**src/inc/vrss_pkg.sv**
```systemverilog
/*
  Constants, timing counts, boot code table and state type for the
  regulator start-up and phase sequencer. Assumes a 50 ns system clock.
*/
package vrss_pkg;
  localparam int CLK_NS = 50;
  localparam int START_DELAY_NS = 8_000_000;
  localparam int START_DELAY_CYC = START_DELAY_NS / CLK_NS;
  // dac step in microvolts, slew rates in mV/us
  localparam int STEP_UV = 6250;
  localparam int SLEW_FAST_MV_US = 20;
  localparam int SLEW_SLOW_MV_US = 10;
  localparam int STEP_FAST_CYC = STEP_UV / SLEW_FAST_MV_US / CLK_NS;
  localparam int STEP_SLOW_CYC = STEP_UV / SLEW_SLOW_MV_US / CLK_NS;
  localparam int MAIN_PH = 4;
  localparam int AUX_PH = 2;
  localparam int ALL_PH = MAIN_PH + AUX_PH;
  localparam int CODE_W = 8;
  localparam int CMD_BITS = CODE_W + 1;
  localparam int TELEM_BITS = 2 * CODE_W;
  localparam int SYNC_W = 27;
  // boot codes selected by {clock, data} pin levels
  localparam logic [7:0] BOOT_CODE_0 = 8'h40;
  localparam logic [7:0] BOOT_CODE_1 = 8'h60;
  localparam logic [7:0] BOOT_CODE_2 = 8'h80;
  localparam logic [7:0] BOOT_CODE_3 = 8'hA0;
  localparam logic [7:0] CODE_ZERO = 8'h00;

  typedef enum logic [2:0] {ST_WAIT_POR, ST_IDLE, ST_DELAY, ST_SOFT, ST_GOOD, ST_ACTIVE}
    vrss_state_t;

  function automatic logic [7:0] bootCode(input logic [1:0] sel);
    unique case (sel)
      2'b00: bootCode = BOOT_CODE_0;
      2'b01: bootCode = BOOT_CODE_1;
      2'b10: bootCode = BOOT_CODE_2;
      2'b11: bootCode = BOOT_CODE_3;
    endcase
  endfunction : bootCode
endpackage : vrss_pkg

```
**src/hdl/vrss_sequencer.sv**
```systemverilog
/*
  Start-up sequencer, soft-start dac ramp, serial voltage-id receiver with
  telemetry, and master clock phase distributor for a two-output regulator.
  Assumes all pin inputs but telemetryCurrent are asynchronous and comparator events last at
  least three system clocks; the link clock is far slower than clk_sys.
*/
// Summary of operation
// RULE_01: three phases: master clock pulses go to phases one, two, three in turn.
// RULE_02: two phases: master clock pulses alternate between phase one and two.
// RULE_03: single phase: every master clock pulse goes to phase one only.
// RULE_04: master pulse when ramp reaches compensation level; ramp then reset.
// RULE_05: phase pulse starts on its clock, ends when its ripple hits window.
// RULE_06: light-load mode: low-side gate off once switch node reaches zero.
// RULE_07: channel with sense pin at supply level is excluded from sequencing.
// RULE_08: first-phase sense pin at supply level keeps that whole output off.
// RULE_09: ignore enable and serial inputs until supply passes reset threshold.
// RULE_10: host holds serial clock and data at boot code levels before enable.
// RULE_11: enable rising latches boot code; both outputs soft-start toward it.
// RULE_12: wait eight milliseconds sampling program pins before soft-start; code latches only the slew pin, light-load pin stays live.
// RULE_13: soft-start ramps dac code using the programmed slew setting.
// RULE_14: output good goes high when its soft-start ramp completes.
// RULE_15: host raises power-ok after both goods; commands accepted only then.
// RULE_16: after power-ok, host sends new codes as serial transactions.
// RULE_17: ramp to new code; completion indication only for upward changes.
// RULE_18: after a transition, clock current and voltage telemetry to host.
// RULE_19: delay counter resets when enable low or supply below threshold.
`timescale 1ns/1ns
module vrss_sequencer #(
  parameter int START_DELAY_CYC = vrss_pkg::START_DELAY_CYC
) (
  // clock and reset
  input wire logic clk_sys,
  input wire logic rst,
  // supply, enable, program pins
  input wire logic supplyAbovePor,
  input wire logic enablePin,
  input wire logic slewProgramPin,
  input wire logic lightLoadEmulation,
  // serial voltage-id bus
  input wire logic serialVidClock,
  input wire logic serialVidDataIn,
  output logic serialVidDataOut,
  output logic serialVidDataOe,
  input wire logic hostPowerOk,
  input wire logic [7:0] telemetryCurrent,
  // analog comparator events and channel straps
  input wire logic mainRampAtComp,
  input wire logic auxRampAtComp,
  input wire logic [5:0] rippleAtWindow,
  input wire logic [5:0] switchNodeZero,
  input wire logic [3:0] phaseCurrentSensePin,
  input wire logic [1:0] auxSensePin,
  // outputs
  output logic mainRampReset,
  output logic auxRampReset,
  output logic [5:0] pwmOut,
  output logic [5:0] lowSideGate,
  output logic [7:0] mainDacCode,
  output logic [7:0] auxDacCode,
  output logic mainOutputGood,
  output logic auxOutputGood,
  output logic voltageChangeDone
);
  localparam int DLY_W = $clog2(START_DELAY_CYC + 1);

  function automatic logic [2:0] phaseRun(input logic [3:0] off);
    logic stop;
    stop = 1'b0;
    phaseRun = 3'd0;
    for (int i = 0; i < 4; i++) begin
      if (off[i]) stop = 1'b1;
      if (!stop) phaseRun = phaseRun + 3'd1;
    end
  endfunction : phaseRun

  logic [vrss_pkg::SYNC_W-1:0] syncA_reg, syncB_reg;
  logic porS, enS, svcS, svdS, pokS, slewS, llS, mCmpS, aCmpS;
  logic [5:0] ripS, zeroS;
  logic [3:0] mOffS;
  logic [1:0] aOffS;
  always_ff @(posedge clk_sys) begin
    if (rst) begin
      syncA_reg <= '0;
      syncB_reg <= '0;
    end else begin
      syncA_reg <= {supplyAbovePor, enablePin, serialVidClock, serialVidDataIn, hostPowerOk,
                    slewProgramPin, lightLoadEmulation, mainRampAtComp, auxRampAtComp,
                    rippleAtWindow, switchNodeZero, phaseCurrentSensePin, auxSensePin};
      syncB_reg <= syncA_reg;
    end
  end
  assign {porS, enS, svcS, svdS, pokS, slewS, llS, mCmpS, aCmpS, ripS, zeroS, mOffS, aOffS} =
    syncB_reg;

  logic svcDly_reg, mCmpDly_reg, aCmpDly_reg;
  always_ff @(posedge clk_sys) begin
    if (rst) begin
      svcDly_reg <= 1'b0;
      mCmpDly_reg <= 1'b0;
      aCmpDly_reg <= 1'b0;
    end else begin
      svcDly_reg <= svcS;
      mCmpDly_reg <= mCmpS;
      aCmpDly_reg <= aCmpS;
    end
  end
  logic svcRise, svcFall, mMaster, aMaster;
  assign svcRise = svcS && !svcDly_reg;
  assign svcFall = !svcS && svcDly_reg;

  vrss_pkg::vrss_state_t state_reg;
  logic [DLY_W-1:0] delayCnt_reg;
  logic slewFast_reg, rampTick;
  logic [3:0] stepCnt_reg;
  logic [7:0] mainTgt_reg, auxTgt_reg;
  logic [2:0] mainCount;
  logic [1:0] auxCount;
  logic mainOn, auxOn, mainAt, auxAt, bothAt;
  assign mainCount = phaseRun(mOffS); // RULE_07
  assign auxCount = 2'(phaseRun({2'b11, aOffS}));
  assign mainOn = mainCount != 3'd0; // RULE_08
  assign auxOn = auxCount != 2'd0; // RULE_08
  assign mainAt = !mainOn || mainDacCode == mainTgt_reg;
  assign auxAt = !auxOn || auxDacCode == auxTgt_reg;
  assign bothAt = mainAt && auxAt;
  logic running;
  assign running = state_reg == vrss_pkg::ST_SOFT || state_reg == vrss_pkg::ST_GOOD ||
                   state_reg == vrss_pkg::ST_ACTIVE;
  assign mMaster = running && mainOn && mCmpS && !mCmpDly_reg; // RULE_04
  assign aMaster = running && auxOn && aCmpS && !aCmpDly_reg; // RULE_04

  // sequence state; supply loss or enable low restarts everything
  always_ff @(posedge clk_sys) begin
    if (rst || !porS) begin
      state_reg <= vrss_pkg::ST_WAIT_POR; // RULE_09
    end else if (state_reg != vrss_pkg::ST_WAIT_POR && !enS) begin
      state_reg <= vrss_pkg::ST_IDLE;
    end else begin
      unique case (state_reg)
        vrss_pkg::ST_WAIT_POR: state_reg <= vrss_pkg::ST_IDLE;
        vrss_pkg::ST_IDLE: if (enS) state_reg <= vrss_pkg::ST_DELAY; // RULE_11
        vrss_pkg::ST_DELAY:
          if (delayCnt_reg == DLY_W'(START_DELAY_CYC - 1)) state_reg <= vrss_pkg::ST_SOFT;
        vrss_pkg::ST_SOFT: if (bothAt) state_reg <= vrss_pkg::ST_GOOD; // RULE_14
        vrss_pkg::ST_GOOD: if (pokS) state_reg <= vrss_pkg::ST_ACTIVE; // RULE_15
        vrss_pkg::ST_ACTIVE: ;
      endcase
    end
  end

  always_ff @(posedge clk_sys) begin
    if (rst || !porS || !enS || state_reg != vrss_pkg::ST_DELAY) begin
      delayCnt_reg <= '0; // RULE_19
    end else begin
      delayCnt_reg <= delayCnt_reg + DLY_W'(1); // RULE_12
    end
  end

  // program pin sampled through the delay, frozen afterwards
  always_ff @(posedge clk_sys) begin
    if (rst) slewFast_reg <= 1'b0;
    else if (state_reg == vrss_pkg::ST_DELAY) slewFast_reg <= slewS; // RULE_12
  end

  // one slew step per tick, same rate for soft-start and later changes
  assign rampTick = stepCnt_reg == (slewFast_reg ? 4'(vrss_pkg::STEP_FAST_CYC - 1) :
                                                  4'(vrss_pkg::STEP_SLOW_CYC - 1));
  always_ff @(posedge clk_sys) begin
    if (rst || !running || rampTick) stepCnt_reg <= '0;
    else stepCnt_reg <= stepCnt_reg + 4'd1; // RULE_13
  end

  // command receiver and telemetry shifter
  logic [3:0] rxCnt_reg;
  logic [8:0] rxShift_reg;
  logic cmdPend_reg, cmdUp_reg, telemOn_reg;
  logic [4:0] txCnt_reg;
  logic [15:0] txShift_reg;
  logic rxDone, cmdSel;
  logic [8:0] rxWord;
  assign rxWord = {rxShift_reg[7:0], svdS};
  assign rxDone = state_reg == vrss_pkg::ST_ACTIVE && pokS && svcRise && !telemOn_reg &&
                  rxCnt_reg == 4'(vrss_pkg::CMD_BITS - 1);
  assign cmdSel = rxWord[8];

  always_ff @(posedge clk_sys) begin
    if (rst || state_reg != vrss_pkg::ST_ACTIVE || !pokS || rxDone) begin
      rxCnt_reg <= '0; // RULE_15
      rxShift_reg <= '0;
    end else if (svcRise && !telemOn_reg) begin
      rxCnt_reg <= rxCnt_reg + 4'd1; // RULE_16
      rxShift_reg <= rxWord;
    end
  end

  always_ff @(posedge clk_sys) begin
    if (rst || !enS || !porS) begin
      mainTgt_reg <= vrss_pkg::CODE_ZERO;
      auxTgt_reg <= vrss_pkg::CODE_ZERO;
    end else if (state_reg == vrss_pkg::ST_IDLE && enS) begin
      mainTgt_reg <= vrss_pkg::bootCode({svcS, svdS}); // RULE_11
      auxTgt_reg <= vrss_pkg::bootCode({svcS, svdS});
    end else if (rxDone && !cmdSel) begin
      mainTgt_reg <= rxWord[7:0];
    end else if (rxDone) begin
      auxTgt_reg <= rxWord[7:0];
    end
  end

  always_ff @(posedge clk_sys) begin
    if (rst || !running) begin
      mainDacCode <= vrss_pkg::CODE_ZERO;
      auxDacCode <= vrss_pkg::CODE_ZERO;
    end else if (rampTick) begin
      if (mainOn && mainDacCode < mainTgt_reg) mainDacCode <= mainDacCode + 8'd1; // RULE_13
      else if (mainOn && mainDacCode > mainTgt_reg) mainDacCode <= mainDacCode - 8'd1;
      if (auxOn && auxDacCode < auxTgt_reg) auxDacCode <= auxDacCode + 8'd1; // RULE_13
      else if (auxOn && auxDacCode > auxTgt_reg) auxDacCode <= auxDacCode - 8'd1;
    end
  end

  always_ff @(posedge clk_sys) begin
    if (rst || !running) begin
      mainOutputGood <= 1'b0;
      auxOutputGood <= 1'b0;
    end else if (state_reg == vrss_pkg::ST_SOFT) begin
      mainOutputGood <= mainOn && mainAt; // RULE_14
      auxOutputGood <= auxOn && auxAt; // RULE_14
    end
  end

  // pending change: done pulse only if upward, then telemetry
  always_ff @(posedge clk_sys) begin
    if (rst || state_reg != vrss_pkg::ST_ACTIVE) begin
      cmdPend_reg <= 1'b0;
      cmdUp_reg <= 1'b0;
      voltageChangeDone <= 1'b0;
    end else if (rxDone) begin
      cmdPend_reg <= 1'b1;
      cmdUp_reg <= cmdSel ? rxWord[7:0] > auxDacCode : rxWord[7:0] > mainDacCode;
      voltageChangeDone <= 1'b0;
    end else begin
      voltageChangeDone <= cmdPend_reg && bothAt && cmdUp_reg; // RULE_17
      if (cmdPend_reg && bothAt) cmdPend_reg <= 1'b0;
    end
  end

  // telemetry driven on falling link clock edges; host samples on rising
  always_ff @(posedge clk_sys) begin
    if (rst || state_reg != vrss_pkg::ST_ACTIVE) begin
      telemOn_reg <= 1'b0;
      txCnt_reg <= '0;
      txShift_reg <= '0;
      serialVidDataOut <= 1'b0;
      serialVidDataOe <= 1'b0;
    end else if (cmdPend_reg && bothAt && !rxDone) begin
      telemOn_reg <= 1'b1; // RULE_18
      txCnt_reg <= '0;
      txShift_reg <= {telemetryCurrent, mainDacCode};
    end else if (telemOn_reg && svcFall) begin
      if (txCnt_reg == 5'(vrss_pkg::TELEM_BITS)) begin
        telemOn_reg <= 1'b0;
        serialVidDataOe <= 1'b0;
      end else begin
        serialVidDataOut <= txShift_reg[15]; // RULE_18
        serialVidDataOe <= 1'b1;
        txShift_reg <= {txShift_reg[14:0], 1'b0};
        txCnt_reg <= txCnt_reg + 5'd1;
      end
    end
  end

  // master clock rotation over enabled phases
  logic [1:0] mainPtr_reg;
  logic auxPtr_reg;
  logic [5:0] phaseClk_reg;
  always_ff @(posedge clk_sys) begin
    if (rst || !running) begin
      mainPtr_reg <= '0;
      auxPtr_reg <= 1'b0;
      phaseClk_reg <= '0;
      mainRampReset <= 1'b0;
      auxRampReset <= 1'b0;
    end else begin
      mainRampReset <= mMaster; // RULE_04
      auxRampReset <= aMaster;
      phaseClk_reg <= '0;
      if (mMaster) begin
        phaseClk_reg[mainPtr_reg] <= 1'b1; // RULE_01 RULE_02 RULE_03
        mainPtr_reg <= (3'(mainPtr_reg) + 3'd1 >= mainCount) ? 2'd0 : mainPtr_reg + 2'd1;
      end
      if (aMaster) begin
        phaseClk_reg[vrss_pkg::MAIN_PH + int'(auxPtr_reg)] <= 1'b1; // RULE_02 RULE_03
        auxPtr_reg <= (auxCount == 2'd2) ? !auxPtr_reg : 1'b0;
      end
    end
  end

  logic [5:0] zeroHit_reg;
  for (genvar i = 0; i < vrss_pkg::ALL_PH; i++) begin : g_phase
    // a strap change while running must not leave a pulse on a dead phase
    logic chanOn;
    assign chanOn = i < vrss_pkg::MAIN_PH ? 3'(i) < mainCount :
                                           2'(i - vrss_pkg::MAIN_PH) < auxCount;
    always_ff @(posedge clk_sys) begin
      if (rst || !running) begin
        pwmOut[i] <= 1'b0;
        lowSideGate[i] <= 1'b0;
        zeroHit_reg[i] <= 1'b0;
      end else begin
        if (!chanOn) pwmOut[i] <= 1'b0; // RULE_07 RULE_08
        else if (phaseClk_reg[i]) pwmOut[i] <= 1'b1; // RULE_05
        else if (ripS[i]) pwmOut[i] <= 1'b0; // RULE_05
        if (phaseClk_reg[i]) zeroHit_reg[i] <= 1'b0;
        else if (llS && zeroS[i] && lowSideGate[i]) zeroHit_reg[i] <= 1'b1; // RULE_06
        lowSideGate[i] <= chanOn && !phaseClk_reg[i] && !pwmOut[i] && !(llS && zeroS[i]) &&
                          !zeroHit_reg[i];
      end
    end
  end
endmodule : vrss_sequencer

```
**config.mk**
```make
export PLATFORM = sky130hd
export DESIGN_NAME = vrss_sequencer
export DESIGN_NICKNAME = d
export VERILOG_FILES = /design/src/inc/vrss_pkg.sv /design/src/hdl/vrss_sequencer.sv
export SDC_FILE = /design/constraint.sdc
export NUM_CORES = 1
export LEC_CHECK = 0
export ABC_AREA = 1
export BUFFER_PORTS_ARGS = -buffer_cell sky130_fd_sc_hd__buf_2
export CORE_MARGIN = 2
export CORE_UTILIZATION = 38
export DETAILED_ROUTE_END_ITERATION = 6
export GPL_TIMING_DRIVEN = 0
export HOLD_SLACK_MARGIN = 0.05
export PLACE_DENSITY = 0.56
export SYNTH_ARGS = -nofsm -noshare
export SYNTH_HDL_FRONTEND = slang
export SYNTH_SLANG_ARGS = --single-unit
```
**constraint.sdc**
```tcl
create_clock -name clk_sys -period 2.45 [get_ports clk_sys]
set_input_delay 0.1225 -clock clk_sys [delete_from_list [all_inputs] [get_ports clk_sys]]
set_output_delay 0.1225 -clock clk_sys [all_outputs]
set_load 0.1 [all_outputs]
```
==> flow_metrics.tcl <==
set metrics [dict create \
    drive_gt1_share_pct 18.1 \
    die_area_um2 23400 \
    r2r_start "mainDacCode[7]" \
    synth_area_leaders "dfxtp_1, inv_1, ha_1" \
    cts.sink_count 185 \
    h-tree-depth 4 \
    fin_crit_ns 2.41 \
    setup_viol 0 \
    wirelength_um 19800 \
    critical-path-top-delay-family "simple AND/OR/NAND/NOR gates" \
    slew_headroom_pct 59.1 \
    clock_power_share_pct 47.4 \
    fin_ws_ns 0.0437 \
    port_buffers 70 \
    startpoint "mainDacCode[7]" \
    yosysSeqAreaShare_pct 43.9 \
    cp.required_ns 2.78 \
    gp_congestion 0.810 \
    power.internal_mw 4.67 \
    combPwrFrac_pct 3.9 \
    finalPower_mw 6.26 \
    drc 0 \
    place_area_um2 9260 \
    dp_slack_ns -0.286 \
    core_um2 21800 \
    ff2ff_path_depth 14 \
    synth_area_um2 8440 \
    vias 7194 \
    die_x_um 153 \
    sequentialPowerShare_pct 48.7 \
    status "complete, no violations" \
    netlist.area_leader.share_pct 43.9 \
    critical_path.endpoint "mainDacCode[7]" \
    hold_viol 0 \
    crit_slowest_cell "dfxtp_4" \
    synth_area_leader_cell "dfxtp_1" \
    diodes 0 \
    swShare_pct 25.3 \
    critPathKind "flip-flop to flip-flop" \
    clk_path_buf_depth 2 \
    cp_num_buf_inv 0 \
    timing.hold.ws_ns 0.0767 \
    rsz0062_at_grt "true" \
    fin_crit_sh_pct 98.2 \
    avgSynthCellArea_um2 7.48 \
    crit_arrival_ns 2.74 \
    rows 54 \
    fmax_mhz 416 \
    grt_first_pass_wirelength_um 33000 \
    grt_pass1_vias 6897 \
    worstSetupStartpointType "flip-flop" \
    nets 1370 \
    maxSlewViolCount 0 \
    grtUsageTotal_pct 17.3 \
    grt_max_degree 23 \
    clock-root-buffer "clkbuf_16" \
    p_leak_nw 4.66 \
    yosysUniqueCellTypes 40 \
    synth_seq_cells 185 \
    ant_nets 0 \
    syn_inst 1129 \
    start_util_pct 38.7 \
    design_area_um2 10600 \
    postSynthNetCount 1227 \
    hpwl_um 14300 \
    via_per_inst 4.60 \
    dr.pass1.iters 4 \
    ir_drop_uv 468 \
    hp-class "input port to flip-flop" \
    cts_tree "done" \
    insertion_delay_ns 0.44 \
    power_density_nw_per_um2 588 \
    cp_num_cells 14 \
    antenna_found_initial 0 \
    wl_per_cell_um 12.6 \
    critPathCaptureType "flip-flop" \
    grt_overflow_total 0 \
    r2r_slack_ns 0.04 \
    skew_ns 0.0124 \
    slowest_delay_ns 0.38 \
    crit_chain "ha_1, a21o_1, nor2_2, nand3_4, ha_4, nand3_1, nand2_2, nand4_1, nand3_2, nor2_4, nor2_4, nand3_2, nand2_1, nor2_1" \
    clk_pin_slew_worst_paths_ns 0.08 \
    regToRegEndpoint "mainDacCode[7]" \
    cts_made_buffers 17 \
    worstMarginPinSlew_ns 0.614 \
    areaGrowthSynthToFinish_pct 26.2 \
    drv_cap 0 \
    ys_warn_count 0 \
    dr.first_iter.drc_count 262 \
    critPathMaxFanout 8 \
    die_y_um 153 \
    io_pins 72 \
    p_switching_mw 1.59 \
]
==> layout make-up <==
| cell class | count | area [µm²] |
|---|---|---|
| tap | 280 | 350 |
| multi-input combinational | 715 | 4120 |
| clock inverter | 15 | 233 |
| sequential | 185 | 3770 |
| fill | 2155 | 11200 |
| clock buffer | 17 | 425 |
| timing repair buffer | 124 | 851 |
| buffer | 27 | 135 |
| inverter | 202 | 761 |
==> metrics by stage <==
| stage | cells | utilization [%] | setup TNS (ns) |
|---|---|---|---|
| 2_1_floorplan | 1129 | - | -0.0110 |
| 3_5_place_dp | 1479 | 42.4 | -1.27 |
| 4_1_cts | 1558 | 47.7 | -0.0323 |
| 6_report | 1565 | 48.8 | 0 |
| 5_1_grt | 1565 | 48.8 | -0.392 |
| 3_3_place_gp | 1479 | 42.4 | -0.956 |
==> worst reg2reg max path: stages (launching register included) <==
cell	delay [ns]
dfxtp_4	0.38
ha_1	0.32
a21o_1	0.20
nor2_2	0.15
nand3_4	0.19
ha_4	0.37
nand3_1	0.09
nand2_2	0.11
nand4_1	0.10
nand3_2	0.10
nor2_4	0.04
nor2_4	0.11
nand3_2	0.06
nand2_1	0.06
nor2_1	0.03
==> metal layers <==
metal	global-route usage (%)	routed length, µm	vias up
met5	0	0	-
met4	4.72	302	0
met3	3.15	479	29
met2	29.5	9280	82
met1	22.4	9730	3208
li1	-	-	3875
==> power groups by stage <==
| stage | Clock, mW | Combinational (mW) | Sequential, mW |
|---|---|---|---|
| 5_1_grt | 3.19 | 0.274 | 3.05 |
| 3_5_place_dp | 0 | 0.178 | 3.12 |
| 2_1_floorplan | 0 | 0.111 | 3.12 |
| 4_1_cts | 3.05 | 0.243 | 3.05 |
| 3_3_place_gp | 0 | 0.177 | 3.12 |
| 6_report | 2.97 | 0.242 | 3.05 |
==> how the worst min path moves through the flow <==
stage                                to  cells past startpoint               from  slack [ns]
after floorplan            syncA_reg[0]                      2     auxSensePin[0]        0.23
after global placement    syncA_reg[17]                      3  rippleAtWindow[5]        0.32
after detailed placement  syncA_reg[15]                      3  rippleAtWindow[3]        0.33
after CTS                 mainRampReset                      2                rst        0.09
after global routing      mainRampReset                      2                rst         0.1
final                     mainRampReset                      2                rst        0.08
==> timing repair <==
action | in CTS | in global routing
buffers inserted | 12 | 7
resized for setup | 19 | 46
hold endpoints to repair | 35 | 0
setup endpoints to repair | 9 | 10
hold buffers | 35 | 0
pin swaps | 18 | 37
==> logic make-up after synthesis <==
logic type	synth area share [%]
AND/OR/NAND/NOR	24.9
buffers and inverters	10.6
flip-flops	43.9
AO/OA/AOI/OAI	9.73
adder cells (fa/ha/maj)	9.22
XOR/XNOR	1.66
==> layout by cell type (no fill, tap or decap), types with 9 or more instances in the layout <==
cell,netlist,routed
dfxtp_1,185,166
dlygate4sd3_1,0,35
nand4_1,13,13
nand2_2,2,14
nor2_2,5,9
nor2_1,157,152
o21ai_0,39,36
nand2_1,186,173
inv_1,197,193
dfxtp_4,0,17
buf_4,4,21
clkbuf_16,0,17
ha_1,59,49
a21oi_2,0,11
nor3_1,12,12
nand3_1,93,86
buf_2,9,79
a21oi_1,92,80
xor2_1,10,9
==> synth_stat cells (all sizes together) <==
cell,instances
xor2,10
a21o,2
or2,4
fa,2
nor3,12
clkinv,1
nand3,95
xnor2,6
clkbuf,7
dfxtp,185
a21oi,92
o211ai,3
nor2,165
nand4,14
a211oi,8
inv,201
o21a,1
a22o,1
nor3b,1
ha,59
nand2,188
buf,20
o21ai,40
o21bai,1
a2111o,2
nand3b,1
nor4,6
o22ai,1
o211a,1
(Power assumes the default switching activity.)
